$ cat src/shared/cvpc_params.svh
// Offsets, field positions, reset values and timing counts for the comparator/reference port block.
`ifndef CVPC_PARAMS_SVH
`define CVPC_PARAMS_SVH
// Register indices; the byte address on APB is four times the index.
`define CVPC_IDX_PORT_DATA 8'h05
`define CVPC_IDX_DIR 8'h85
`define CVPC_IDX_CMP_CTRL 8'h1F
`define CVPC_IDX_REF_CTRL 8'h9F
// Reset values.
`define CVPC_RST_DIR 8'h1F
`define CVPC_RST_CMP_CTRL 8'h00
`define CVPC_RST_REF_CTRL 8'h00
`define CVPC_RST_PORT_LATCH 5'h00
// Field positions.
`define CVPC_REF_EN_BIT 7
`define CVPC_REF_OE_BIT 6
`define CVPC_REF_RANGE_BIT 5
`define CVPC_CMP_C2_BIT 7
`define CVPC_CMP_C1_BIT 6
`define CVPC_CMP_CIS_BIT 3
// Writable masks; unimplemented bits read as zero.
`define CVPC_MASK_REF_CTRL 8'hEF
`define CVPC_MASK_CMP_WR 8'h0F
`define CVPC_MASK_DIR 8'h1F
// Comparator mode codes.
`define CVPC_MODE_PIN_OUT 3'h6
`define CVPC_MODE_OFF 3'h7
// System clocks in one instruction cycle.
`define CVPC_CYCLE_CLKS 4
`endif

$ cat src/shared/cvpc_pkg.sv
// Types shared by the comparator/reference port block.
package cvpc_pkg;
   // Reference control register layout.
   typedef struct packed {
      logic enable;
      logic pin_oe;
      logic range_sel;
      logic unused;
      logic [3:0] level;
   } cvpc_ref_ctrl_s;
   // Comparator control register layout.
   typedef struct packed {
      logic c2_result;
      logic c1_result;
      logic [1:0] unused;
      logic input_switch;
      logic [2:0] mode;
   } cvpc_cmp_ctrl_s;
   // Instruction cycle phase.
   typedef logic [1:0] cvpc_phase_t;
endpackage

$ cat src/logic/cvpc_sync2.sv
// Two-flop synchroniser for asynchronous levels.
`timescale 1ns/1ps
module cvpc_sync2 #(
   parameter int WIDTH = 1
) (
   // Clock and reset
   input wire logic clk,
   input wire logic nrst,
   // Data
   input wire logic [WIDTH-1:0] d,
   output logic [WIDTH-1:0] q
);
   logic [WIDTH-1:0] meta_reg;

   // The first stage feeds only the second, so metastability never reaches logic.
   always_ff @(posedge clk or negedge nrst) begin
      if (!nrst) begin
         meta_reg <= '0;
         q <= '0;
      end else begin
         meta_reg <= d;
         q <= meta_reg;
      end
   end
endmodule // cvpc_sync2

$ cat src/logic/cvpc_top.sv
// Port, comparator control and voltage reference control with an APB register slave.
//
// What this block does
// - Port latch updates at instruction-cycle end; pins sampled at cycle start.
// - Comparator result bits are readable and ignore writes.
// - Mode 110 routes raw comparator outputs onto port pins 3 and 4.
// - Direction bits still gate pin 3 and 4 drivers in that mode.
// - Port reads return zero for analog-configured pins.
// - Wake from sleep leaves the reference control register unchanged.
// - Reset clears reference enable, pin enable, range and level bits.
// - Reference reaches pin 2 only when its direction bit and pin enable are set.
// - Reference controls and comparator mode are independent of each other.
// - Reference register resets to zero, comparator register to zero; unused bits read zero.
// - Set direction bit floats the pin; cleared bit drives the latch, pin 4 only its low level (open drain).
//
// The APB interface to the registers was chosen for this implementation.
`timescale 1ns/1ps
`include "cvpc_params.svh"
module cvpc_top #(
   parameter int CYCLE_CLKS = `CVPC_CYCLE_CLKS
) (
   // Clock and reset
   input wire logic CLK_SYS,
   input wire logic NRST,
   // APB slave
   input wire logic PSEL,
   input wire logic PENABLE,
   input wire logic PWRITE,
   input wire logic [11:0] PADDR,
   input wire logic [31:0] PWDATA,
   output logic [31:0] PRDATA,
   output logic PREADY,
   output logic PSLVERR,
   // Port pins
   input wire logic [4:0] PORT_IN,
   output logic [4:0] PORT_OUT,
   output logic [4:0] PORT_OE,
   // Analog comparator results, asynchronous
   input wire logic CMP1_OUT,
   input wire logic CMP2_OUT,
   // Sleep wake indication, no effect on reference control
   input wire logic SLEEP_WAKE,
   // Analog controls
   output logic REF_ENABLE,
   output logic REF_RANGE_SEL,
   output logic [3:0] REF_LEVEL,
   output logic REF_PIN_CONNECT,
   output logic [2:0] CMP_MODE,
   output logic CMP_INPUT_SWITCH
);
   cvpc_pkg::cvpc_ref_ctrl_s ref_reg;
   cvpc_pkg::cvpc_cmp_ctrl_s cmp_reg;
   logic [4:0] dir_reg;
   logic [4:0] latch_reg;
   logic [4:0] pend_reg;
   logic pend_valid_reg;
   logic [4:0] sample_reg;
   cvpc_pkg::cvpc_phase_t phase_reg;
   logic [31:0] rdata_reg;
   logic err_reg;
   logic [4:0] pin_sync;
   logic [1:0] cmp_sync;
   logic cycle_start;
   logic cycle_end;
   logic setup;
   logic [7:0] idx;
   logic wr_port;
   logic [4:0] analog_mask;
   logic [4:0] drive_val;

   // Pins which the comparator mode dedicates to analog inputs.
   function automatic logic [4:0] analog_pins(input logic [2:0] mode);
      if (mode == `CVPC_MODE_OFF) begin
         analog_pins = 5'h00;
      end else if (mode == `CVPC_MODE_PIN_OUT) begin
         analog_pins = 5'h07;
      end else begin
         analog_pins = 5'h0F;
      end
   endfunction

   // True when the address word index hits a mapped register.
   function automatic logic mapped(input logic [7:0] i);
      mapped = (i == `CVPC_IDX_PORT_DATA) || (i == `CVPC_IDX_DIR) ||
         (i == `CVPC_IDX_CMP_CTRL) || (i == `CVPC_IDX_REF_CTRL);
   endfunction

   // Pins and comparator results come from outside the clock domain.
   cvpc_sync2 #(.WIDTH(5)) u_pin_sync (
      .clk(CLK_SYS),
      .nrst(NRST),
      .d(PORT_IN),
      .q(pin_sync)
   );
   cvpc_sync2 #(.WIDTH(2)) u_cmp_sync (
      .clk(CLK_SYS),
      .nrst(NRST),
      .d({CMP2_OUT, CMP1_OUT}),
      .q(cmp_sync)
   );

   // Instruction-cycle divider; phase 0 opens a cycle and the last phase closes it.
   always_ff @(posedge CLK_SYS or negedge NRST) begin
      if (!NRST) begin
         phase_reg <= 2'h0;
      end else if (phase_reg == 2'(CYCLE_CLKS - 1)) begin
         phase_reg <= 2'h0;
      end else begin
         phase_reg <= phase_reg + 2'h1;
      end
   end
   assign cycle_start = (phase_reg == 2'h0);
   assign cycle_end = (phase_reg == 2'(CYCLE_CLKS - 1));

   // Bus decode.
   assign setup = PSEL && !PENABLE;
   assign idx = PADDR[9:2];
   assign wr_port = PSEL && PENABLE && PWRITE && (idx == `CVPC_IDX_PORT_DATA);
   assign analog_mask = analog_pins(cmp_reg.mode);

   // Pins are sampled only when an instruction cycle opens.
   always_ff @(posedge CLK_SYS or negedge NRST) begin
      if (!NRST) begin
         sample_reg <= 5'h00;
      end else if (cycle_start) begin
         sample_reg <= pin_sync;
      end
   end

   // A port write is held and lands in the latch when the cycle closes.
   // A write arriving on the closing edge itself waits for the next close.
   always_ff @(posedge CLK_SYS or negedge NRST) begin
      if (!NRST) begin
         pend_reg <= 5'h00;
         pend_valid_reg <= 1'b0;
         latch_reg <= `CVPC_RST_PORT_LATCH;
      end else begin
         if (cycle_end && pend_valid_reg) begin
            latch_reg <= pend_reg;
         end
         if (wr_port) begin
            pend_reg <= PWDATA[4:0];
            pend_valid_reg <= 1'b1;
         end else if (cycle_end) begin
            pend_valid_reg <= 1'b0;
         end
      end
   end

   // Direction register.
   always_ff @(posedge CLK_SYS or negedge NRST) begin
      if (!NRST) begin
         dir_reg <= 5'(`CVPC_RST_DIR);
      end else if (PSEL && PENABLE && PWRITE && (idx == `CVPC_IDX_DIR)) begin
         dir_reg <= PWDATA[4:0];
      end
   end

   // Reference control; only reset or a bus write alters it, never a wake.
   always_ff @(posedge CLK_SYS or negedge NRST) begin
      if (!NRST) begin
         ref_reg <= `CVPC_RST_REF_CTRL;
      end else if (PSEL && PENABLE && PWRITE && (idx == `CVPC_IDX_REF_CTRL)) begin
         ref_reg <= PWDATA[7:0] & `CVPC_MASK_REF_CTRL;
      end
   end

   // Comparator control writable bits; results track the synchronised comparators.
   always_ff @(posedge CLK_SYS or negedge NRST) begin
      if (!NRST) begin
         cmp_reg <= `CVPC_RST_CMP_CTRL;
      end else begin
         cmp_reg.c2_result <= cmp_sync[1];
         cmp_reg.c1_result <= cmp_sync[0];
         if (PSEL && PENABLE && PWRITE && (idx == `CVPC_IDX_CMP_CTRL)) begin
            cmp_reg.input_switch <= PWDATA[`CVPC_CMP_CIS_BIT];
            cmp_reg.mode <= PWDATA[2:0];
         end
      end
   end

   // Read data is captured in the setup cycle so it comes from flip-flops.
   always_ff @(posedge CLK_SYS or negedge NRST) begin
      if (!NRST) begin
         rdata_reg <= 32'h0000_0000;
         err_reg <= 1'b0;
      end else if (setup) begin
         err_reg <= !mapped(idx);
         rdata_reg <= 32'h0000_0000;
         if (!PWRITE) begin
            unique case (idx)
               `CVPC_IDX_PORT_DATA: rdata_reg <= {27'h0, sample_reg & ~analog_mask};
               `CVPC_IDX_DIR: rdata_reg <= {27'h0, dir_reg};
               `CVPC_IDX_CMP_CTRL: rdata_reg <= {24'h0, cmp_reg & 8'hCF};
               `CVPC_IDX_REF_CTRL: rdata_reg <= {24'h0, ref_reg & `CVPC_MASK_REF_CTRL};
               default: rdata_reg <= 32'h0000_0000;
            endcase
         end
      end
   end
   assign PRDATA = rdata_reg;
   assign PREADY = 1'b1;
   assign PSLVERR = PSEL && PENABLE && err_reg;

   // Output path: pins 3 and 4 carry raw comparator levels in pin-output mode.
   // This path is deliberately left unsynchronised, so it may glitch.
   always_comb begin
      drive_val = latch_reg;
      if (cmp_reg.mode == `CVPC_MODE_PIN_OUT) begin
         drive_val[3] = CMP1_OUT;
         drive_val[4] = CMP2_OUT;
      end
   end

   // Driver enables follow the direction bits in every mode; pin 4 is open drain.
   always_comb begin
      PORT_OUT = drive_val;
      PORT_OE = ~dir_reg;
      PORT_OUT[4] = 1'b0;
      PORT_OE[4] = !dir_reg[4] && !drive_val[4];
   end

   // Analog controls; the reference pin switch needs both conditions.
   assign REF_ENABLE = ref_reg.enable;
   assign REF_RANGE_SEL = ref_reg.range_sel;
   assign REF_LEVEL = ref_reg.level;
   assign REF_PIN_CONNECT = dir_reg[2] && ref_reg.pin_oe;
   assign CMP_MODE = cmp_reg.mode;
   assign CMP_INPUT_SWITCH = cmp_reg.input_switch;

   // The wake indication is accepted but intentionally changes nothing.
   logic wake_unused;
   assign wake_unused = SLEEP_WAKE;
endmodule // cvpc_top

$ cat config.mk
export PLATFORM = sky130hd
export DESIGN_NAME = cvpc_top
export DESIGN_NICKNAME = d
export VERILOG_FILES = /design/src/shared/cvpc_pkg.sv /design/src/logic/cvpc_sync2.sv /design/src/logic/cvpc_top.sv
export VERILOG_INCLUDE_DIRS = /design/src /design/src/shared
export SDC_FILE = /design/constraint.sdc
export NUM_CORES = 1
export LEC_CHECK = 0
export ABC_AREA = 0
export ABC_CLOCK_PERIOD_IN_PS = 1920
export BUFFER_PORTS_ARGS = -buffer_cell sky130_fd_sc_hd__buf_2
export CORE_MARGIN = 4
export CORE_UTILIZATION = 43
export CTS_CLUSTER_DIAMETER = 150
export DETAILED_ROUTE_END_ITERATION = 10
export PLACE_DENSITY = 0.76
export SYNTH_ARGS = -nofsm -noshare
export SYNTH_HDL_FRONTEND = slang
export SYNTH_SLANG_ARGS = --single-unit
$ cat constraint.sdc
create_clock -name CLK_SYS -period 1.92 [get_ports CLK_SYS]
set_input_delay 0.096 -clock CLK_SYS [delete_from_list [all_inputs] [get_ports CLK_SYS]]
set_output_delay 0.096 -clock CLK_SYS [all_outputs]
set_load 0.03 [all_outputs]
# Yosys cells after proc, flatten, opt, wreduce, memory -nomap -nowiden
# Cells that the tools add are included.
[classes]
reduce_logical = 20
n_eq_ne = 7
add_sub_neg = 1
bitwise = 3
mux = 8
[ops]
columns = ["operator", "count"]
rows = [
  ["$pmux 8 s4", 1],
  ["$eq 8x8->1 const B", 2],
  ["$logic_and 1x1->1", 11],
  ["$eq 8x3->1 const B", 1],
  ["$eq 8x5->1 const B", 1],
  ["$mux 8", 1],
  ["$eq 3x3->1 const B", 2],
  ["$and 5x5->5", 1],
  ["$mux 5", 1],
  ["$not 5->5", 1],
  ["$logic_not 1->1", 4],
  ["$mux 2", 2],
  ["$mux 4", 1],
  ["$not 4->4", 1],
  ["$logic_or 1x1->1", 3],
  ["$add 2x1->2 const B", 1],
  ["$eq 2x2->1 const B", 1],
  ["$logic_not 2->1", 1],
  ["$mux 1", 2],
  ["$reduce_bool 2->1", 1],
]
[word_totals]
word_cells = 59
register_bits = 83

# Longest topological paths before layout
# Gate-level depths: netlist (run 1).
[depth]
depth_word = 7
mapped_depth = 5

# Hierarchy
# A second synthesis (run 1) with hierarchy kept.
[unflattened]
cells_unflattened = 203
hier_area_um2 = 2615.0
[by_module_without_submodules]
columns = ["module", "cells_per_inst", "n_inst", "area_per_inst_um2"]
rows = [
  ["cvpc_top", 189, 1, 2264.7],
  ["cvpc_sync2 at u_pin_sync", 10, 1, 250.2],
  ["cvpc_sync2 at u_cmp_sync", 4, 1, 100.1],
]

# Least setup slack after synthesis (run 1)
# No wires, ideal clock.
[synth_timing]
path_kind = "register to output"
from = "register cmp_reg (netlist bit CMP_MODE[2])"
to = "output port PORT_OE[4]"
arrival_ns = 1.427
path_buffers = 0
stages_incl_launch_ff = 5
slack_ns = 0.397
path_cell_list = "dfrtp_1 > nand2_1 > nor2_1 > nor2b_1 > a211oi_1"
[synth_between]
elab_chain_len = 4
[synth_rtl]
columns = ["item", "line_no", "text"]
rows = [
  ["from (decl)", "cvpc_top.sv:52", "cvpc_pkg::cvpc_cmp_ctrl_s cmp_reg;"],
  ["from (signal assigned)", "cvpc_top.sv:171", "cmp_reg <= `CVPC_RST_CMP_CTRL;"],
  ["$eq 3x3->1 (no line)", "--", ""],
  ["$mux 2", "cvpc_top.sv:209", "if (cmp_reg.mode == `CVPC_MODE_PIN_OUT) begin"],
  ["$logic_not 1->1", "cvpc_top.sv:220", "PORT_OE[4] = !dir_reg[4] && !drive_val[4];"],
  ["$logic_and 1x1->1", "cvpc_top.sv:220", ""],
  ["to (decl)", "cvpc_top.sv:37", "output logic [4:0] PORT_OE,"],
]
# Every way passes these cells.

# Final worst setup path (run 1)
[layout_timing]
from = "register cmp_reg (netlist bit CMP_MODE[1])"
to = "output port PORT_OE[4]"
# The elaborated chain is that of the path after synthesis.

==> results of run 1 <==
==> layer usage <==
layer	global-route usage [%]	vias to the layer above	wire length [um]
met5	0	-	0
met3	6.56	10	451
li1	-	776	-
met4	5.95	0	82
met1	17.2	776	1990
met2	24.1	69	2480
==> kinds of logic (layout without fill, tap and decap cells) <==
kind of cell               after synthesis  count (layout)  share of synthesized area [%]
AOI/OAI and AO/OA                       17              17                           4.12
muxes                                   39              39                           17.0
and+or+nand+nor                         38              38                           8.95
other                                    2              26                          0.284
adders and majority gates                2               2                          0.947
buffers and inverters                   50              97                           12.6
DFF                                     59              59                           56.1
==> power by group through the flow <==
| stage | Combinational [uW] | Sequential, uW | Clock [uW] |
|---|---|---|---|
| after floorplan | 163 | 1310 | 0 |
| after global placement | 196 | 1310 | 0 |
| after detailed placement | 199 | 1310 | 0 |
| after CTS | 218 | 1290 | 1120 |
| after global routing | 238 | 1290 | 1190 |
| final | 216 | 1290 | 1090 |
==> per-stage QoR <==
stage | utilization, % | std cells | hold WS (ns) | worst slack [ns]
6_report | 52.9 | 353 | 0.0460 | 0.224
5_1_grt | 52.9 | 353 | 0.0350 | 0.0926
4_1_cts | 52.9 | 353 | 0.0214 | 0.169
3_5_place_dp | 47.6 | 325 | 0.138 | 0.130
3_3_place_gp | 47.6 | 325 | 0.127 | 0.160
2_1_floorplan | - | 231 | -0.200 | 0.397
==> cells in the final DEF (no fill, tap or decap), drive strengths merged, types with 2 or more instances in the layout <==
| master | n |
|---|---|
| o221ai | 3 |
| ha | 2 |
| dfstp | 5 |
| nand2 | 13 |
| mux2 | 32 |
| nor3 | 4 |
| mux2i | 7 |
| nand3 | 2 |
| dfrtp | 54 |
| conb | 26 |
| buf | 60 |
| clkbuf | 11 |
| clkinv | 3 |
| o21ai | 4 |
| nor2 | 5 |
| or3 | 4 |
| dlygate4sd3 | 12 |
| or4 | 2 |
| a21oi | 5 |
| inv | 9 |
| o31ai | 2 |
==> area by class of cell <==
cell class | count | area (um^2)
multi-input cells | 122 | 917
well taps | 75 | 93.8
flip-flops and latches | 59 | 1480
clock inverters | 5 | 52.6
inverters | 9 | 33.8
clock buffers | 11 | 141
fillers | 522 | 2800
repair buffers | 72 | 430
==> critical path: cells and delay by family (launching register included) <==
kind / cells / cell delay, ns
buffers and inverters: 1 / 0.24
AOI/OAI and AO/OA: 1 / 0.22
and+or+nand+nor: 3 / 0.40
DFF: 1 / 0.40
==> final timing paths <==
| path | depth (start not counted) | slack (ns) | from | to |
|---|---|---|---|---|
| worst max-delay path | 5 | 0.22 | CMP_MODE[1] | PORT_OE[4] |
| worst min-delay path | 2 | 0.05 | PWDATA[0] | REF_LEVEL[0] |
| worst max register to register | 4 | 0.61 | CMP_MODE[1] | PRDATA[2] |
| worst min register to register | 0 | 0.35 | u_pin_sync.meta_reg[1] | u_pin_sync.q[1] |
| max in group asynchronous | 3 | 0.90 | NRST | dir_reg[2] |
| min in group asynchronous | 2 | 0.29 | NRST | sample_reg[0] |
==> timing repair <==
action                    CTS  global route
setup buffers               0             0
hold buffers               12             0
hold endpoints to repair   34             0
==> reports/qor.yml, run 1 <==
timing:
  maxSlewHeadroom_pct: 60.8
  setup-violations-final: 0
  max_freq_mhz: 590
  tightest_slew_ns: 0.588
  fin_skew_ns: 0.00695
  drv_slew: 0
  finalCritPeriodShare_pct: 88.3
  tns_ns: 0
  grt_setup_unrepaired: "no"
  finalHoldViolCount: 0
  period_needed_ns: 1.70
drt:
  firstDrtPassIters: 4
  route.detailed.drc: 0
  wire_per_inst_um: 14.2
  routed-via-count: 1631
  drtIter0Drc: 56
  ant_nets: 0
  routed_via_density: 4.62
  wl_mm: 5.00
synthesis:
  synth-seq-cells: 59
  synth_top_cell_by_area: "dfrtp_1"
  synth_edf_count: 0
  yosysMostFrequentCell: "dfrtp_1"
  synth_cell_types: 35
  synth_seq_area_share_pct: 56.1
  async_flop_share_pct: 100
  syn_inst: 207
  synth_flop_cell: "dfrtp_1"
  syn_area_per_cell_um2: 12.8
  netlist_area_um2: 2640
  ys_top_cells_by_area: "dfrtp_1 (51%), mux2_2 (12%), buf_4 (10%)"
  synth_top_area_share_pct: 51.1
  synth_common_cells: "dfrtp_1 (54), buf_4 (36), mux2_2 (27), nand2_1 (13), inv_1 (9)"
  yosysWarnings: 0
setup_path:
  critPathRequiredTime_ns: 1.82
  crit_fanout: 5
  cp-start-kind: "register"
  crit_arrival_ns: 1.60
  critPathKind: "register to output port"
  slowest_stage: "dfrtp_1"
  timing.critical_path.cells: "nand2_1 > nor2_1 > nor2b_1 > a211oi_1 > buf_2"
  slowest_delay_ns: 0.40
  worst_setup_path_end_kind: "output port"
clocking:
  clockBufferDepth: 2
  cts_resized: 0
  cts.sinks: 59
  worstSkewPairLatency_ns: 0.34
  numCtsBuffers: 9
  root_buffer: "clkbuf_8"
  cts_tree: "done"
  cts_max_level: 3
  clk_pin_slew_ns: 0.07
layout:
  diodes: 0
  areaGrowthSynthToFinish_pct: 19.3
  layout-drive-gt1-share_pct: 42.1
  final_area_um2: 3150
  final_nets: 332
  largest_reg_flops: 8
global_route:
  track_usage_pct: 14.9
  grt_max_degree: 28
  grt_pass1_vias: 1695
  antenna_found_initial: 0
  grt_first_pass_wirelength_mm: 8.21
  grt-ovfl-total: 0
place:
  placed_cell_area_um2: 2840
  io_buffers: 56
  gp_congestion: 0.801
  place_hpwl_mm: 3.71
power:
  cellLeakagePower_uw: 0.00160
  sw_frac_of_total_pct: 24.1
  power_uw: 2600
  clkPwrFrac_pct: 42.0
  switching_power_uw: 627
  combPwrFrac_pct: 8.3
  power_density_nw_per_um2: 824
  p_int_uw: 1970
  ir_drop_v: 0.000618
  pwr-share-seq_pct: 49.7
status:
  status: "completed"
floorplanning:
  start_util_pct: 44.4
  core-area_um2: 5960
  design.die.area_um2: 7460
  top_level_ports: 112
  die_y_um: 86.4
  rows: 28
  die_w_um: 86.4
min_path:
  hold_path_class: "primary input to register"
flow_run:
  cap_violations: 0
(Power assumes the default switching activity.)
==> run 2, diff against run 1 <==
- CELL_PAD_IN_SITES_DETAIL_PLACEMENT: not set -> 1
- CELL_PAD_IN_SITES_GLOBAL_PLACEMENT: not set -> 1
- CORE_UTILIZATION: 43 -> 39
- PLACE_DENSITY: 0.76 -> 0.87
==> run 2 against run 1 <==
Sequential share of layout area down 0.28 points. Global-route usage up 0.11 points. Fmax down 1.3%. Hold slack better by 0.0013 ns. Register-to-register slack worse by 0.03 ns. Critical endpoint is now PORT_OUT[3].
==> reports/qor.yml, run 2 (same netlist as run 1, synthesis figures left out) <==
status:
  status: "completed"
timing:
  period_needed_ns: 1.72  # +0.0219 ns
  finalCritPeriodShare_pct: 89.5  # +1.1 points
  tns_ns: 0  # unchanged
  finalHoldViolCount: 0  # unchanged
  max_freq_mhz: 582  # -1.3%
  setup-violations-final: 0  # unchanged
  fin_skew_ns: 0.00541  # -0.00154 ns
  drv_slew: 0  # unchanged
  grt_setup_unrepaired: "no"
layout:
  n_fill_cell: 708  # +36%
  layout-drive-gt1-share_pct: 41.6  # -0.45 points
  areaGrowthSynthToFinish_pct: 20.0
  multi_input_area_um2: 917  # unchanged
  final-seq-area_um2: 1480  # unchanged
  mostFrequentLayoutCells: "buf_2 (56), dfrtp_1 (54), mux2_2 (27)"
  final_common_cell: "buf_2"
  final_area_um2: 3170  # +0.60%
  largest_reg_flops: 8  # unchanged
  diodes: 0  # unchanged
  stdcell_count: 358  # +1.4%
  final_nets: 335  # +0.90%
clocking:
  root_buffer: "clkbuf_8"
  clockBufferDepth: 2  # unchanged
  clk_pin_slew_ns: 0.06  # about the same
  numCtsBuffers: 9  # unchanged
  worstSkewPairLatency_ns: 0.34  # about the same
  cts_max_level: 3  # unchanged
  cts_tree: "done"
  cts_setup_buffers: 0  # unchanged
  cts.sinks: 59  # unchanged
  cts_hold_repair.buffers: 12  # unchanged
  cts_resized: 0  # unchanged
setup_path:
  reg2reg_from: "CMP_MODE[1]"
  critPathRequiredTime_ns: 1.82  # about the same
  critPathKind: "register to output port"
  cp-start-kind: "register"
  crit_fanout: 5  # unchanged
  crit_arrival_ns: 1.62  # +0.02 ns
  worstReg2RegEnd: "PRDATA[2]"
  worst_setup_path_end_kind: "output port"
  rrSetupSlack_ns: 0.58  # -0.03 ns
  rr_worst_depth: 4  # unchanged
drt:
  drtIter0Drc: 47  # -16%
  firstDrtPassIters: 4  # unchanged
  wl_mm: 5.65  # +13%
  route.detailed.drc: 0  # unchanged
  routed-via-count: 1677  # +2.8%
  ant_nets: 0  # unchanged
  wire_per_inst_um: 15.8  # +11%
  routed_via_density: 4.68  # +1.4%
floorplanning:
  core-area_um2: 6460  # +8.4%
  start_util_pct: 40.9  # -3.5 points
  die_y_um: 90.3  # +4.5%
  top_level_ports: 112  # unchanged
  design.die.area_um2: 8160  # +9.3%
  die_w_um: 90.3  # +4.5%
  rows: 29  # +3.6%
min_path:
  min_path_cells: 2  # unchanged
  min_to: "pend_reg[0]"
  hold_path.startpoint: "PWDATA[0]"
  hold_path_class: "primary input to register"
power:
  cellLeakagePower_uw: 0.00161  # +0.68%
  ir_drop_v: 0.000493  # -20%
  power_density_nw_per_um2: 821  # -0.32%
place:
  gp_congestion: 0.767  # -4.2%
  placed_cell_area_um2: 2860  # +0.88%
  place_hpwl_mm: 4.27  # +15%
  dp_cells: 330  # +1.5%
  io_buffers: 56  # unchanged
flow_run:
  cap_violations: 0  # unchanged
global_route:
  grt_max_degree: 31  # +11%
  grt_first_pass_wirelength_mm: 9.46  # +15%
  grt-ovfl-total: 0  # unchanged
  antenna_found_initial: 0  # unchanged
  track_usage_pct: 15.0  # +0.11 points
  grt_pass1_vias: 1886  # +11%
run 2: worst max path at each step:
stage,startpoint,end,cells past startpoint
CTS,CMP_MODE[1],PORT_OE[4],5
global route,CMP_MODE[1],PORT_OE[4],5
floorplan,CMP_MODE[2],PORT_OE[4],4
detailed placement,PADDR[8],pend_reg[2],5
finish,CMP_MODE[1],PORT_OUT[3],4
global placement,PADDR[8],pend_reg[4],5
run 2: final cells by class:
cell class | count | area share, %
well taps | 77 | 3.04
inverters | 9 | 1.07
clock inverters | 2 | 1.10
repair buffers | 75 | 14.3
flip-flops and latches | 59 | 46.8
clock buffers | 14 | 4.81
multi-input cells | 122 | 28.9
run 2: power breakdown:
part | internal [uW] | switching (uW) | leakage, uW
combinational | 67.7 | 152 | 0.000765
sequential | 1280 | 14.9 | 0.000750
clock | 635 | 458 | 0.0000947
run 2: through the flow:
step / hold WS (ns) / util [%] / setup WS, ns / total power, uW
floorplan: -0.200 / - / 0.397 / 1470
global placement: -0.0636 / 44.3 / 0.203 / 1510
detailed placement: -0.0610 / 44.3 / 0.194 / 1520
CTS: 0.0276 / 49.1 / 0.174 / 2650
global route: 0.0270 / 49.1 / 0.0781 / 2740
finish: 0.0473 / 49.1 / 0.202 / 2600
run 2: worst max-delay path: stages (launching register included):
cell and delay (ns):
dfrtp_1 0.42, nand2_1 0.09, nor2_1 0.23, mux2_2 0.37, buf_2 0.18
run 2: metal layers:
layer	part of all wire [%]	global-route usage, %	wire length, um	vias to the layer above
li1	-	-	-	784
met1	39	16.2	2210	833
met2	52	25.3	2920	53
met3	7.9	7.92	448	7
met4	1.4	4.59	78	0
met5	0	0	0	-
